$ cat src/common/tpct_consts.vh
// register indices, field positions, reset values and timing figures of the timing pins and clock trim block
// assumes the includer places registers at byte address = 4 * index on a 32-bit bus
`ifndef TPCT_CONSTS_VH
`define TPCT_CONSTS_VH

// ***********************************
// register indices (byte address = 4 * index)
// ***********************************
`define TPCT_IDX_INT_STATUS 7'h00
`define TPCT_IDX_INT_MASK 7'h01
`define TPCT_IDX_PIN_OUTPUT_CONTROL 7'h02
`define TPCT_IDX_CLOCK_RATIO_COUNT 7'h0A
`define TPCT_IDX_PIN_SIGNAL_SELECT 7'h0B
`define TPCT_IDX_SLOW_OSC_TRIM 7'h4B
`define TPCT_IDX_FAST_OSC_TRIM 7'h4D
`define TPCT_IDX_SECOND_PIN_DRIVE_ENABLE 7'h4F
`define TPCT_IDX_RATIO_MEASURE_CONTROL 7'h50
`define TPCT_IDX_HOLD_AND_FAST_CLOCK_CONTROL 7'h5F
`define TPCT_IDX_RESULT_FIRST 7'h64
`define TPCT_IDX_RESULT_SECOND 7'h68

// ***********************************
// field positions
// ***********************************
`define TPCT_BIT_SLOT_FIRST_INT 5
`define TPCT_BIT_SLOT_SECOND_INT 6
`define TPCT_BIT_FIRST_POLARITY 0
`define TPCT_BIT_FIRST_OPEN_DRAIN 1
`define TPCT_BIT_FIRST_DRIVE_EN 2
`define TPCT_BIT_SECOND_POLARITY 8
`define TPCT_BIT_SECOND_OPEN_DRAIN 9
`define TPCT_BIT_SECOND_DRIVE_EN 6
`define TPCT_BIT_RATIO_MEASURE_EN 5
`define TPCT_BIT_FAST_OSC_EN 0
`define TPCT_BIT_SLOT_FIRST_FREEZE 1
`define TPCT_BIT_SLOT_SECOND_FREEZE 2
`define TPCT_RATIO_WIDTH 12
`define TPCT_SEL_WIDTH 5

// ***********************************
// reset values
// ***********************************
`define TPCT_RST_INT_MASK 2'h3
`define TPCT_RST_SLOW_TRIM 6'h00
`define TPCT_RST_FAST_TRIM 8'h98

// ***********************************
// pin signal codes
// ***********************************
`define TPCT_SEL_LEGACY 5'h00
`define TPCT_SEL_INTERRUPT 5'h01
`define TPCT_SEL_SAMPLE_WINDOW 5'h02
`define TPCT_SEL_LOGIC0 5'h10
`define TPCT_SEL_LOGIC1 5'h11
`define TPCT_SEL_SLOW_OSC 5'h13

// ***********************************
// timing figures
// ***********************************
`define TPCT_RATIO_SLOW_PERIODS 2'h2
`define TPCT_RATIO_NOMINAL 12'h7D0

`endif

$ cat src/hw/tpct_timing_pins.v
// timing pins and clock trim: apb register file, result freeze, oscillator trim and ratio
// measurement, and the two timing output pins
// assumes: slot start/end pulses, slot enables and sample words come from logic on pclk;
// the two oscillator levels come from free-running oscillators and are synchronised here
//
// Notes on behaviour
// RULE1 - a set slot freeze bit blocks updates of that slot's result registers
// RULE2 - clearing a slot freeze bit lets later samples update results again
// RULE3 - host sets freeze, reads results, then clears freeze for coherent data
// RULE4 - slow time base paces sampling, fast time base times internal actions
// RULE5 - six-bit slow trim; larger value lowers slow oscillator frequency
// RULE6 - host calibrates slow clock by comparing pin interrupt rate to set rate
// RULE7 - fast oscillator enable bit turns the fast oscillator on and off
// RULE8 - with ratio enable, count fast cycles over two slow periods, store
// RULE9 - clearing ratio enable resets measurement so re-enable counts afresh
// RULE10 - eight-bit fast trim, reset value 0x98, about 112 kHz per step
// RULE11 - host calibrates fast clock after slow one, from reset trim, iterating
// RULE12 - polarity bits per pin: zero active high, one active low
// RULE13 - drive bits per pin: zero always drives, one drives only when asserted
// RULE14 - first pin drive enabled by bit 2, second by its own register bit 6
// RULE15 - five-bit selectors choose each pin's signal; any signal on either pin
// RULE16 - all-zero selector register gives legacy interrupt and aux pin behaviour
// RULE17 - code 0x01 puts the masked interrupt on the pin
// RULE18 - code 0x02 window spans first enabled slot start to last slot end
// RULE19 - single enabled slot: window spans just that slot
// RULE20 - unheld slot results all update together at the slot's end
// RULE21 - interrupt mask bits 5 and 6 gate slot sample interrupts; zero enables
// RULE22 - a sample ending during freeze is dropped; next sample after release lands
`timescale 1ns/10ps
`include "tpct_consts.vh"

module tpct_timing_pins #(
  parameter CHANNELS = 4,
  parameter DATA_WIDTH = 16
) (
  input wire pclk,
  input wire presetn,
  input wire psel,
  input wire penable,
  input wire pwrite,
  input wire [9:0] paddr,
  input wire [31:0] pwdata,
  output reg [31:0] prdata,
  output reg pready,
  output reg pslverr,
  input wire slot_first_enabled,
  input wire slot_second_enabled,
  input wire slot_first_start,
  input wire slot_first_end,
  input wire slot_second_start,
  input wire slot_second_end,
  input wire [CHANNELS*DATA_WIDTH-1:0] slot_first_sample,
  input wire [CHANNELS*DATA_WIDTH-1:0] slot_second_sample,
  input wire slow_osc_level,
  input wire fast_osc_level,
  output reg [5:0] slow_osc_trim_field,
  output reg [7:0] fast_osc_trim_field,
  output reg fast_osc_enable,
  output reg first_timing_pin_out,
  output reg first_timing_pin_oe,
  output reg second_timing_pin_out,
  output reg second_timing_pin_oe
);

  // ***********************************
  // configuration registers
  // ***********************************
  reg [1:0] int_status;
  reg [1:0] int_mask;
  reg first_polarity;
  reg first_open_drain;
  reg first_drive_en;
  reg second_polarity;
  reg second_open_drain;
  reg second_drive_en;
  reg [4:0] first_sel;
  reg [4:0] second_sel;
  reg ratio_measure_enable;
  reg slot_first_freeze;
  reg slot_second_freeze;
  reg [DATA_WIDTH-1:0] result_first [0:CHANNELS-1];
  reg [DATA_WIDTH-1:0] result_second [0:CHANNELS-1];
  reg [11:0] ratio_count;
  reg sample_window;

  wire [6:0] index;
  wire access;
  wire wr_commit;
  wire first_update;
  wire second_update;
  wire interrupt_line;
  reg mapped;
  reg [15:0] read_value;
  integer ch;

  assign index = paddr[8:2];
  assign access = psel & penable;
  // writes land only at the edge where the master sees pready high
  assign wr_commit = access & pready & pwrite & mapped;
  assign first_update = slot_first_end & ~slot_first_freeze; // RULE1 RULE22
  assign second_update = slot_second_end & ~slot_second_freeze; // RULE1 RULE22
  assign interrupt_line = |(int_status & ~int_mask); // RULE21

  // ***********************************
  // address decode and read mux
  // ***********************************
  always @*
  begin
    mapped = 1'b1;
    read_value = 16'h0000;
    if (index == `TPCT_IDX_INT_STATUS)
    begin
      read_value[`TPCT_BIT_SLOT_SECOND_INT:`TPCT_BIT_SLOT_FIRST_INT] = int_status;
    end
    else if (index == `TPCT_IDX_INT_MASK)
    begin
      read_value[`TPCT_BIT_SLOT_SECOND_INT:`TPCT_BIT_SLOT_FIRST_INT] = int_mask;
    end
    else if (index == `TPCT_IDX_PIN_OUTPUT_CONTROL)
    begin
      read_value[`TPCT_BIT_FIRST_POLARITY] = first_polarity;
      read_value[`TPCT_BIT_FIRST_OPEN_DRAIN] = first_open_drain;
      read_value[`TPCT_BIT_FIRST_DRIVE_EN] = first_drive_en;
      read_value[`TPCT_BIT_SECOND_POLARITY] = second_polarity;
      read_value[`TPCT_BIT_SECOND_OPEN_DRAIN] = second_open_drain;
    end
    else if (index == `TPCT_IDX_CLOCK_RATIO_COUNT)
    begin
      read_value[11:0] = ratio_count;
    end
    else if (index == `TPCT_IDX_PIN_SIGNAL_SELECT)
    begin
      read_value[12:8] = second_sel;
      read_value[4:0] = first_sel;
    end
    else if (index == `TPCT_IDX_SLOW_OSC_TRIM)
    begin
      read_value[5:0] = slow_osc_trim_field;
    end
    else if (index == `TPCT_IDX_FAST_OSC_TRIM)
    begin
      read_value[7:0] = fast_osc_trim_field;
    end
    else if (index == `TPCT_IDX_SECOND_PIN_DRIVE_ENABLE)
    begin
      read_value[`TPCT_BIT_SECOND_DRIVE_EN] = second_drive_en;
    end
    else if (index == `TPCT_IDX_RATIO_MEASURE_CONTROL)
    begin
      read_value[`TPCT_BIT_RATIO_MEASURE_EN] = ratio_measure_enable;
    end
    else if (index == `TPCT_IDX_HOLD_AND_FAST_CLOCK_CONTROL)
    begin
      read_value[`TPCT_BIT_FAST_OSC_EN] = fast_osc_enable;
      read_value[`TPCT_BIT_SLOT_FIRST_FREEZE] = slot_first_freeze;
      read_value[`TPCT_BIT_SLOT_SECOND_FREEZE] = slot_second_freeze;
    end
    else if (index >= `TPCT_IDX_RESULT_FIRST && index < `TPCT_IDX_RESULT_FIRST + CHANNELS)
    begin
      read_value = result_first[index[1:0]];
    end
    else if (index >= `TPCT_IDX_RESULT_SECOND && index < `TPCT_IDX_RESULT_SECOND + CHANNELS)
    begin
      read_value = result_second[index[1:0]];
    end
    else
    begin
      mapped = 1'b0;
    end
  end

  // ***********************************
  // apb handshake: one wait state so that every answer leaves a flip-flop
  // ***********************************
  always @(posedge pclk or negedge presetn)
  begin
    if (!presetn)
    begin
      pready <= 1'b0;
      pslverr <= 1'b0;
      prdata <= 32'h0;
    end
    else
    begin
      pready <= access & ~pready;
      pslverr <= access & ~pready & ~mapped;
      if (access & ~pready & ~pwrite)
      begin
        prdata <= {16'h0, read_value};
      end
    end
  end

  // ***********************************
  // register writes
  // ***********************************
  always @(posedge pclk or negedge presetn)
  begin
    if (!presetn)
    begin
      int_mask <= `TPCT_RST_INT_MASK;
      first_polarity <= 1'b0;
      first_open_drain <= 1'b0;
      first_drive_en <= 1'b0;
      second_polarity <= 1'b0;
      second_open_drain <= 1'b0;
      second_drive_en <= 1'b0;
      first_sel <= `TPCT_SEL_LEGACY;
      second_sel <= `TPCT_SEL_LEGACY;
      slow_osc_trim_field <= `TPCT_RST_SLOW_TRIM;
      fast_osc_trim_field <= `TPCT_RST_FAST_TRIM;
      ratio_measure_enable <= 1'b0;
      fast_osc_enable <= 1'b0;
      slot_first_freeze <= 1'b0;
      slot_second_freeze <= 1'b0;
    end
    else if (wr_commit)
    begin
      if (index == `TPCT_IDX_INT_MASK)
      begin
        int_mask <= pwdata[`TPCT_BIT_SLOT_SECOND_INT:`TPCT_BIT_SLOT_FIRST_INT]; // RULE21
      end
      else if (index == `TPCT_IDX_PIN_OUTPUT_CONTROL)
      begin
        first_polarity <= pwdata[`TPCT_BIT_FIRST_POLARITY]; // RULE12
        first_open_drain <= pwdata[`TPCT_BIT_FIRST_OPEN_DRAIN]; // RULE13
        first_drive_en <= pwdata[`TPCT_BIT_FIRST_DRIVE_EN]; // RULE14
        second_polarity <= pwdata[`TPCT_BIT_SECOND_POLARITY]; // RULE12
        second_open_drain <= pwdata[`TPCT_BIT_SECOND_OPEN_DRAIN]; // RULE13
      end
      else if (index == `TPCT_IDX_PIN_SIGNAL_SELECT)
      begin
        second_sel <= pwdata[12:8]; // RULE15
        first_sel <= pwdata[4:0]; // RULE15
      end
      else if (index == `TPCT_IDX_SLOW_OSC_TRIM)
      begin
        // the oscillator runs slower as the code rises
        slow_osc_trim_field <= pwdata[5:0]; // RULE5
      end
      else if (index == `TPCT_IDX_FAST_OSC_TRIM)
      begin
        fast_osc_trim_field <= pwdata[7:0]; // RULE10
      end
      else if (index == `TPCT_IDX_SECOND_PIN_DRIVE_ENABLE)
      begin
        second_drive_en <= pwdata[`TPCT_BIT_SECOND_DRIVE_EN]; // RULE14
      end
      else if (index == `TPCT_IDX_RATIO_MEASURE_CONTROL)
      begin
        ratio_measure_enable <= pwdata[`TPCT_BIT_RATIO_MEASURE_EN]; // RULE8 RULE9
      end
      else if (index == `TPCT_IDX_HOLD_AND_FAST_CLOCK_CONTROL)
      begin
        fast_osc_enable <= pwdata[`TPCT_BIT_FAST_OSC_EN]; // RULE7
        slot_first_freeze <= pwdata[`TPCT_BIT_SLOT_FIRST_FREEZE]; // RULE1 RULE2
        slot_second_freeze <= pwdata[`TPCT_BIT_SLOT_SECOND_FREEZE]; // RULE1 RULE2
      end
    end
  end

  // ***********************************
  // sticky sample flags: a new sample beats a write-one clear in the same cycle
  // ***********************************
  always @(posedge pclk or negedge presetn)
  begin
    if (!presetn)
    begin
      int_status <= 2'h0;
    end
    else
    begin
      if (first_update)
      begin
        int_status[0] <= 1'b1;
      end
      else if (wr_commit && index == `TPCT_IDX_INT_STATUS && pwdata[`TPCT_BIT_SLOT_FIRST_INT])
      begin
        int_status[0] <= 1'b0;
      end
      if (second_update)
      begin
        int_status[1] <= 1'b1;
      end
      else if (wr_commit && index == `TPCT_IDX_INT_STATUS && pwdata[`TPCT_BIT_SLOT_SECOND_INT])
      begin
        int_status[1] <= 1'b0;
      end
    end
  end

  // ***********************************
  // result registers: all channels of a slot move in the same edge
  // ***********************************
  always @(posedge pclk or negedge presetn)
  begin
    if (!presetn)
    begin
      for (ch = 0; ch < CHANNELS; ch = ch + 1)
      begin
        result_first[ch] <= {DATA_WIDTH{1'b0}};
        result_second[ch] <= {DATA_WIDTH{1'b0}};
      end
    end
    else
    begin
      for (ch = 0; ch < CHANNELS; ch = ch + 1)
      begin
        if (first_update)
        begin
          result_first[ch] <= slot_first_sample[ch*DATA_WIDTH +: DATA_WIDTH]; // RULE20 RULE2
        end
        if (second_update)
        begin
          result_second[ch] <= slot_second_sample[ch*DATA_WIDTH +: DATA_WIDTH]; // RULE20 RULE2
        end
      end
    end
  end

  // ***********************************
  // oscillator synchronisers and ratio measurement
  // ***********************************
  reg slow_meta;
  reg slow_sync;
  reg slow_prev;
  reg fast_meta;
  reg fast_sync;
  reg fast_prev;
  reg [1:0] slow_edges;
  reg [11:0] fast_edges;
  reg ratio_armed;
  reg ratio_done;
  wire slow_rise;
  wire fast_rise;

  assign slow_rise = slow_sync & ~slow_prev;
  assign fast_rise = fast_sync & ~fast_prev;

  always @(posedge pclk or negedge presetn)
  begin
    if (!presetn)
    begin
      slow_meta <= 1'b0;
      slow_sync <= 1'b0;
      slow_prev <= 1'b0;
      fast_meta <= 1'b0;
      fast_sync <= 1'b0;
      fast_prev <= 1'b0;
    end
    else
    begin
      slow_meta <= slow_osc_level;
      slow_sync <= slow_meta;
      slow_prev <= slow_sync;
      fast_meta <= fast_osc_level;
      fast_sync <= fast_meta;
      fast_prev <= fast_sync;
    end
  end

  // a single measurement per enable; fast_edges saturates at 0xFFF, but a fast rise on the closing slow edge then wraps ratio_count to 0
  always @(posedge pclk or negedge presetn)
  begin
    if (!presetn)
    begin
      slow_edges <= 2'h0;
      fast_edges <= 12'h0;
      ratio_armed <= 1'b0;
      ratio_done <= 1'b0;
      ratio_count <= 12'h0;
    end
    else if (!ratio_measure_enable)
    begin
      slow_edges <= 2'h0; // RULE9
      fast_edges <= 12'h0; // RULE9
      ratio_armed <= 1'b0; // RULE9
      ratio_done <= 1'b0; // RULE9
    end
    else if (!ratio_done && slow_rise)
    begin
      if (!ratio_armed)
      begin
        ratio_armed <= 1'b1;
      end
      else if (slow_edges + 2'h1 == `TPCT_RATIO_SLOW_PERIODS)
      begin
        ratio_count <= fast_edges + {11'h0, fast_rise}; // RULE8 RULE4
        ratio_done <= 1'b1;
      end
      else
      begin
        slow_edges <= slow_edges + 2'h1;
      end
      if (ratio_armed && fast_rise && fast_edges != 12'hFFF)
      begin
        fast_edges <= fast_edges + 12'h001;
      end
    end
    else if (!ratio_done && ratio_armed && fast_rise && fast_edges != 12'hFFF)
    begin
      fast_edges <= fast_edges + 12'h001; // RULE8 RULE4
    end
  end

  // ***********************************
  // sample window
  // ***********************************
  always @(posedge pclk or negedge presetn)
  begin
    if (!presetn)
    begin
      sample_window <= 1'b0;
    end
    else if ((slot_first_enabled & slot_first_start) |
             (~slot_first_enabled & slot_second_enabled & slot_second_start))
    begin
      sample_window <= 1'b1; // RULE18 RULE19
    end
    else if ((slot_second_enabled & slot_second_end) |
             (~slot_second_enabled & slot_first_enabled & slot_first_end))
    begin
      sample_window <= 1'b0; // RULE18 RULE19
    end
  end

  // ***********************************
  // pin signal selection and drive
  // ***********************************
  function pick_signal;
    input [4:0] code;
    input legacy_value;
    begin
      if (code == `TPCT_SEL_INTERRUPT)
        pick_signal = interrupt_line; // RULE17
      else if (code == `TPCT_SEL_SAMPLE_WINDOW)
        pick_signal = sample_window; // RULE18
      else if (code == `TPCT_SEL_LOGIC1)
        pick_signal = 1'b1;
      else if (code == `TPCT_SEL_SLOW_OSC)
        pick_signal = slow_sync;
      else if (code == `TPCT_SEL_LEGACY)
        pick_signal = legacy_value;
      else
        pick_signal = 1'b0;
    end
  endfunction

  wire legacy_mode;
  wire first_asserted;
  wire second_asserted;

  // legacy applies only when the whole selector register is zero
  assign legacy_mode = (first_sel == `TPCT_SEL_LEGACY) && (second_sel == `TPCT_SEL_LEGACY); // RULE16
  assign first_asserted = legacy_mode ? interrupt_line : pick_signal(first_sel, 1'b0); // RULE15 RULE16
  assign second_asserted = legacy_mode ? sample_window : pick_signal(second_sel, 1'b0); // RULE15 RULE16

  always @(posedge pclk or negedge presetn)
  begin
    if (!presetn)
    begin
      first_timing_pin_out <= 1'b0;
      first_timing_pin_oe <= 1'b0;
      second_timing_pin_out <= 1'b0;
      second_timing_pin_oe <= 1'b0;
    end
    else
    begin
      first_timing_pin_out <= first_asserted ^ first_polarity; // RULE12
      first_timing_pin_oe <= first_drive_en & (~first_open_drain | first_asserted); // RULE13 RULE14
      second_timing_pin_out <= second_asserted ^ second_polarity; // RULE12
      second_timing_pin_oe <= second_drive_en & (~second_open_drain | second_asserted); // RULE13 RULE14
    end
  end

endmodule // tpct_timing_pins

$ cat config.mk
export PLATFORM = sky130hd
export DESIGN_NAME = tpct_timing_pins
export DESIGN_NICKNAME = d
export VERILOG_FILES = /design/src/hw/tpct_timing_pins.v
export VERILOG_INCLUDE_DIRS = /design/src /design/src/common
export SDC_FILE = /design/constraint.sdc
export NUM_CORES = 1
export LEC_CHECK = 0
export BUFFER_PORTS_ARGS = -buffer_cell sky130_fd_sc_hd__buf_2
export CORE_MARGIN = 2
export CORE_UTILIZATION = 49
export CTS_CLUSTER_SIZE = 12
export DETAILED_ROUTE_END_ITERATION = 6
export GPL_TIMING_DRIVEN = 0
export PLACE_DENSITY = 0.78
export SYNTH_ARGS = -nofsm -noshare
export SYNTH_HDL_FRONTEND = slang
export SYNTH_SLANG_ARGS = --single-unit
$ cat constraint.sdc
create_clock -name pclk -period 1.6 [get_ports pclk]
set_input_delay 0.24 -clock pclk [delete_from_list [all_inputs] [get_ports pclk]]
set_output_delay 0.24 -clock pclk [all_outputs]
set_load 0.05 [all_outputs]
After elaboration in Yosys (flattened, before gate mapping):

Index checks and enable logic that the tools add are counted.
Widths: inputs -> output; s select.

* bits of input ports: 183
* logic and storage cells: 278
* flip-flop bits (word level): 223

* magnitude comparators: 5
* equality and inequality tests: 25
* reduce and logical (&&, ||, !) cells: 32
* bitwise gates (word level): 46
* add/subtract/negate cells: 3
* multiplexer cells: 123

Operators with widths (count)
* $mux 16: 16
* $mux 10: 15
* $mux 13: 10
* $mux 9: 10
* $bmux 16 s2: 2
* $mux 8: 8
* $mux 12: 5
* $mux 1: 36
* $eq 7x7->1 const B: 5
* $mux 5: 6
* $eq 5x5->1 const B: 4
* $and 1x1->1: 19
* $mux 6: 3
* $not 1->1: 18
* $eq 7x4->1 const B: 2
* $ge 7x7->1 const B: 2
* $lt 7x7->1 const B: 2
* $mux 2: 7
* $add 12x1->12: 1
* $add 12x1->12 const B: 1
* $logic_and 1x1->1: 12
* $mux 3: 4
* $ne 12x12->1 const B: 1
* $eq 5x1->1 const B: 2
* 29 further kinds: 43

Logic depth before layout (Yosys ltp):

* depth in word-level cells: 61
* depth in mapped cells: 9
* gate-level depth less buffers: 7

Worst setup path after synthesis:

No wires, ideal clock.

* path kind: reg2reg
* from: register pready
* to: register prdata[3]
* library setup time: 0.076 ns
* arrival time: 1.876 ns
* setup slack: -0.352 ns
* cell stages (with the launch flop): 7
* clock period less this slack: 1.952 ns
* path through: dfrtp_1 -> or3_1 -> clkbuf_1 -> a21oi_1 -> nor2b_1 -> o221ai_1 -> o21ai_1

* longest elaborated chain between the ends: 3

Ends and longest elaborated chain
* from (decl): line tpct_timing_pins.v:44 `output reg pready,`
* from (signal assigned): line tpct_timing_pins.v:185 `pready <= access & ~pready;`
* $not 1->1: line tpct_timing_pins.v:187 `if (access & ~pready & ~pwrite)`
* $and 1x1->1 (2 in series): line tpct_timing_pins.v:187
* to (signal assigned): line tpct_timing_pins.v:189 `prdata <= {16'h0, read_value};`
* to (decl): line tpct_timing_pins.v:43 `output reg [31:0] prdata,`

No other way between the ends.
A chain may end at the register's enable or synchronous reset.

Final worst setup path:

* from: register fast_edges[4]
* to: register fast_edges[6]

* longest elaborated chain between the ends: 4
* elaborated cells on any way between the ends: 11

Ends and longest elaborated chain
* from (decl): line tpct_timing_pins.v:331 `reg [11:0] fast_edges;`
* from (signal assigned): line tpct_timing_pins.v:397 `fast_edges <= fast_edges + 12'h001;`
* from (signal assigned): line tpct_timing_pins.v:402 `fast_edges <= fast_edges + 12'h001;`
* $add 12x1->12 or $ne 12x12->1 (tied branches)
* $mux 12 (tied with other cells): line tpct_timing_pins.v:400 `else if (!ratio_done && ratio_armed && fast_rise && fast_edges != 12'hFFF)`
* $mux 12 (tied with other cells): line tpct_timing_pins.v:380 `else if (!ratio_done && slow_rise)`
* $mux 12 or $reduce_and 2->1 (tied branches)

Several ways; a longest one is shown, not always the timed one. The select of a mux whose other input is x is not followed.

==> results.py <==
metrics = {
    "detailed_routing": {
        "wl_mm": 34.44,
        "met2_wirelength_mm": 17.19,
        "drtIter0Drc": 594,
        "drc": 0,
        "wire_per_inst_microns": 22.97,
        "vias": 8784,
        "wirelength_met1_mm": 12.96,
        "vias_per_cell": 5.860,
        "ant_nets": 0,
        "route.met3.wl_mm": 2.840,
        "dr.pass1.iters": 7,
        "dr.max_layer_used": "met4",
    },
    "setup_path": {
        "worstPathArrival_ps": 2300,
        "r2r_end": "fast_edges[6]$_DFFE_PN0P_",
        "rr_startpoint": "fast_edges[4]$_DFFE_PN0P_",
        "slowest_delay_ps": 380,
        "cp_slowest_cell": "dfrtp_1",
        "startpoint_type": "flip-flop",
        "cp_num_buf_inv": 3,
        "r2r_slack_ps": -240,
        "cp.depth": 9,
        "cp_top_family": "simple AND/OR/NAND/NOR gates",
        "r2r_cells": 9,
        "critical_path_required_ps": 2060,
        "worstPathMaxFanout": 7,
        "path_class": "reg2reg",
        "cp_cell_sequence": "buf_6 -> nand4_1 -> nor4_4 -> buf_4 -> buf_12 -> nor3_4 -> nand3_1 -> xnor2_1 -> and2_1",
        "end_kind": "flip-flop",
        "crit_start": "fast_edges[4]$_DFFE_PN0P_",
        "cp-endpoint": "fast_edges[6]$_DFFE_PN0P_",
    },
    "sta": {
        "maxSlewViolCount": 0,
        "tightest_slew_ps": 642.0,
        "slew_headroom_pct": 56.80,
        "skew_ps": 15.49,
        "tns_ps": -2659,
        "fin_crit_sh_pct": 115.0,
        "grt_setup_unrepaired": "true",
        "setup_viol": 25,
        "fin_crit_ps": 1840,
        "fmax_mhz": 543.4,
        "setup_slack_ps": -240.3,
        "hold_viol_final": 0,
    },
    "floorplan": {
        "core_area_sq_mm": 0.02109,
        "die_w_microns": 150.6,
        "start_util_pct": 49.93,
        "rows": 53,
        "dieArea_sq_mm": 0.02268,
        "ios": 236,
        "fp.dieH_microns": 150.6,
    },
    "pwr": {
        "p_per_area_mw_per_mm2": 911.3,
        "p_leak_nw": 6.892,
        "ir_drop_v": 0.0008814,
    },
    "placed_design": {
        "portBuffers": 191,
        "placed_area_sq_mm": 0.01212,
        "dp_hpwl_mm": 20.99,
        "gp_congestion": 0.9263,
    },
    "layout": {
        "post-route-util_pct": 71.67,
        "fillers": 1380,
        "drive_gt1_share_pct": 49.51,
        "area_growth_pct": 43.54,
        "layout_commonest_cell": "dfrtp_1",
        "layout_common_cells": "210 x dfrtp_1, 192 x buf_2, 158 x mux2_2",
        "multi_input_area_sq_mm": 0.005012,
        "nets": 1393,
        "final_area_sq_mm": 0.01511,
        "ff_latch_area_sq_mm": 0.005597,
    },
    "synth": {
        "synthMuxAreaShare_pct": 24.75,
        "syn_inst": 796,
        "synth_flop_cell": "dfrtp_1",
        "synth-xor-area-share_pct": 1.830,
        "syn_area_sq_mm": 0.01053,
        "synth.distinct_cells": 69,
        "synth_fa_ha_area_share_pct": 0.4753,
        "synthArstFlopShare_pct": 100.0,
        "synth_compound_area_share_pct": 7.487,
        "synth_edf_count": 0,
        "yosys.area_share.simple_pct": 8.568,
        "avgSynthCellArea_sq_um": 13.23,
        "synth_warnings": 0,
        "ys_ff_latch": 223,
        "synth_top_family_by_area": "multiplexers",
        "seq_area_frac_synth_pct": 53.06,
    },
    "job": {
        "max_cap_violations": 0,
    },
    "clocking": {
        "htree_levels": 1,
        "cts_buffer_depth": 3,
        "insertion_delay_ps": 540,
        "clock-sinks": 223,
        "root_buffer": "clkbuf_16",
        "clk_pin_slew_ps": 60,
        "cts_buffers": 25,
        "cts_tree": "yes",
    },
    "grt": {
        "antenna_found_initial": 2,
        "overflow": 0,
        "grt_pass1_wl_mm": 50.93,
        "grt_use_total_pct": 29.72,
        "grt_max_degree": 85,
        "grt_pass1_vias": 8995,
    },
    "hold_path": {
        "hold_class": "in2reg",
        "holdCritStartpoint": "pwdata[6]",
    },
    "status": {
        "violations": "negative setup slack",
        "status": "complete, but fails checks",
    },
}
[through the flow]
step           cells  hold slack, ps  worst slack, ps  total power, mW
3_5_place_dp    1279           225.4           -687.5            7.936
3_3_place_gp    1277           343.3            -3979            7.855
2_1_floorplan    811          -55.59           -204.8            7.279
4_1_cts         1480           3.854           -218.3            13.72
5_1_grt         1499           27.49           -289.7            14.23
6_report        1499           15.60           -240.3            13.77
[where the power goes]
group	internal (mW)	leakage [nW]	switching, mW	total, mW
Sequential	6.01	2.75	0.230	6.24
Combinational	1.08	3.76	0.950	2.03
Clock	3.16	0.379	2.34	5.50
[how the worst min path moves through the flow]
| stage | end | cells past startpoint |
|---|---|---|
| 3_3_place_gp | fast_sync$_DFF_PN0_ | 0 |
| 2_1_floorplan | fast_edges[0]$_DFFE_PN0P_ | 0 |
| 4_1_cts | int_mask[1]$_DFFE_PN1P_ | 2 |
| 6_report | int_mask[1]$_DFFE_PN1P_ | 2 |
| 3_5_place_dp | prdata[7]$_DFFE_PN0P_ | 1 |
| 5_1_grt | fast_osc_trim_field[6]$_DFFE_PN0P_ | 2 |
[sequential cells by signal, summed over array words and instances (netlist names), 2 cells and up]
signal and flops:
fast_osc_trim_field 8, slow_osc_trim_field 6, slow_edges 2, result_second 64, result_first 64, first_sel 5, int_mask 2, ratio_count 12
second_sel 5, fast_edges 12, int_status 2, prdata 16
[layout make-up]
cell class | instances | area share [%]
Antenna cell | 2 | 0.03312
Buffer | 60 | 3.858
Clock buffer | 36 | 4.810
Clock inverter | 7 | 0.3808
Inverter | 6 | 0.1490
Multi-Input combinational cell | 517 | 33.17
Sequential cell | 223 | 37.03
Tap cell | 275 | 2.277
Timing Repair Buffer | 373 | 18.30
[cells by family (layout without fill, tap and decap cells)]
family	Yosys count	count (layout)
muxes	199	199
and+or+nand+nor	163	163
adders and majority gates	4	4
AOI/OAI and AO/OA	113	113
DFF	223	223
other	1	18
buffers and inverters	71	482
xor gates and xnor gates	22	22
[routing by layer]
layer / vias up / track usage (%)
met4: 0 / 9.393
met3: 120 / 5.606
met5: - / 0
li1: 3730 / -
met2: 498 / 51.11
met1: 4436 / 38.25
[synth_stat cells, types with 7 or more instances]
cell type  instances  area, sq um
dfrtp_1          218         5455
mux2_2           158         1779
nand2_1           35        131.4
nor2_1            34        127.6
mux4_2            30        675.7
a21oi_1           29        145.1
buf_4             24        180.2
clkbuf_1          23        86.33
a22o_1            16        140.1
xnor2_1           16        140.1
nor3_1            15        75.07
nand3_1           14        70.07
and2_1            13        81.33
o21ai_0           13        65.06
buf_2             12        60.06
a22oi_1           11        82.58
nor2b_1           10        62.56
mux2_1             7        78.83
nand4_1            7        43.79
[worst register-to-register path, stage by stage (launching register included)]
cell and delay, ps:
dfrtp_1 380, buf_6 140, nand4_1 180, nor4_4 50
buf_4 150, buf_12 130, nor3_4 210, nand3_1 130
xnor2_1 230, and2_1 170
[repair_timing]
item,CTS,global route
hold buffers,140,0
gates resized for setup,82,50
pin swaps,37,41
setup buffers,22,19
setup endpoints to repair,180,115
endpoints found under the hold margin,204,0
gates cloned,0,0
Note: power is estimated with default switching activity, not from simulation.
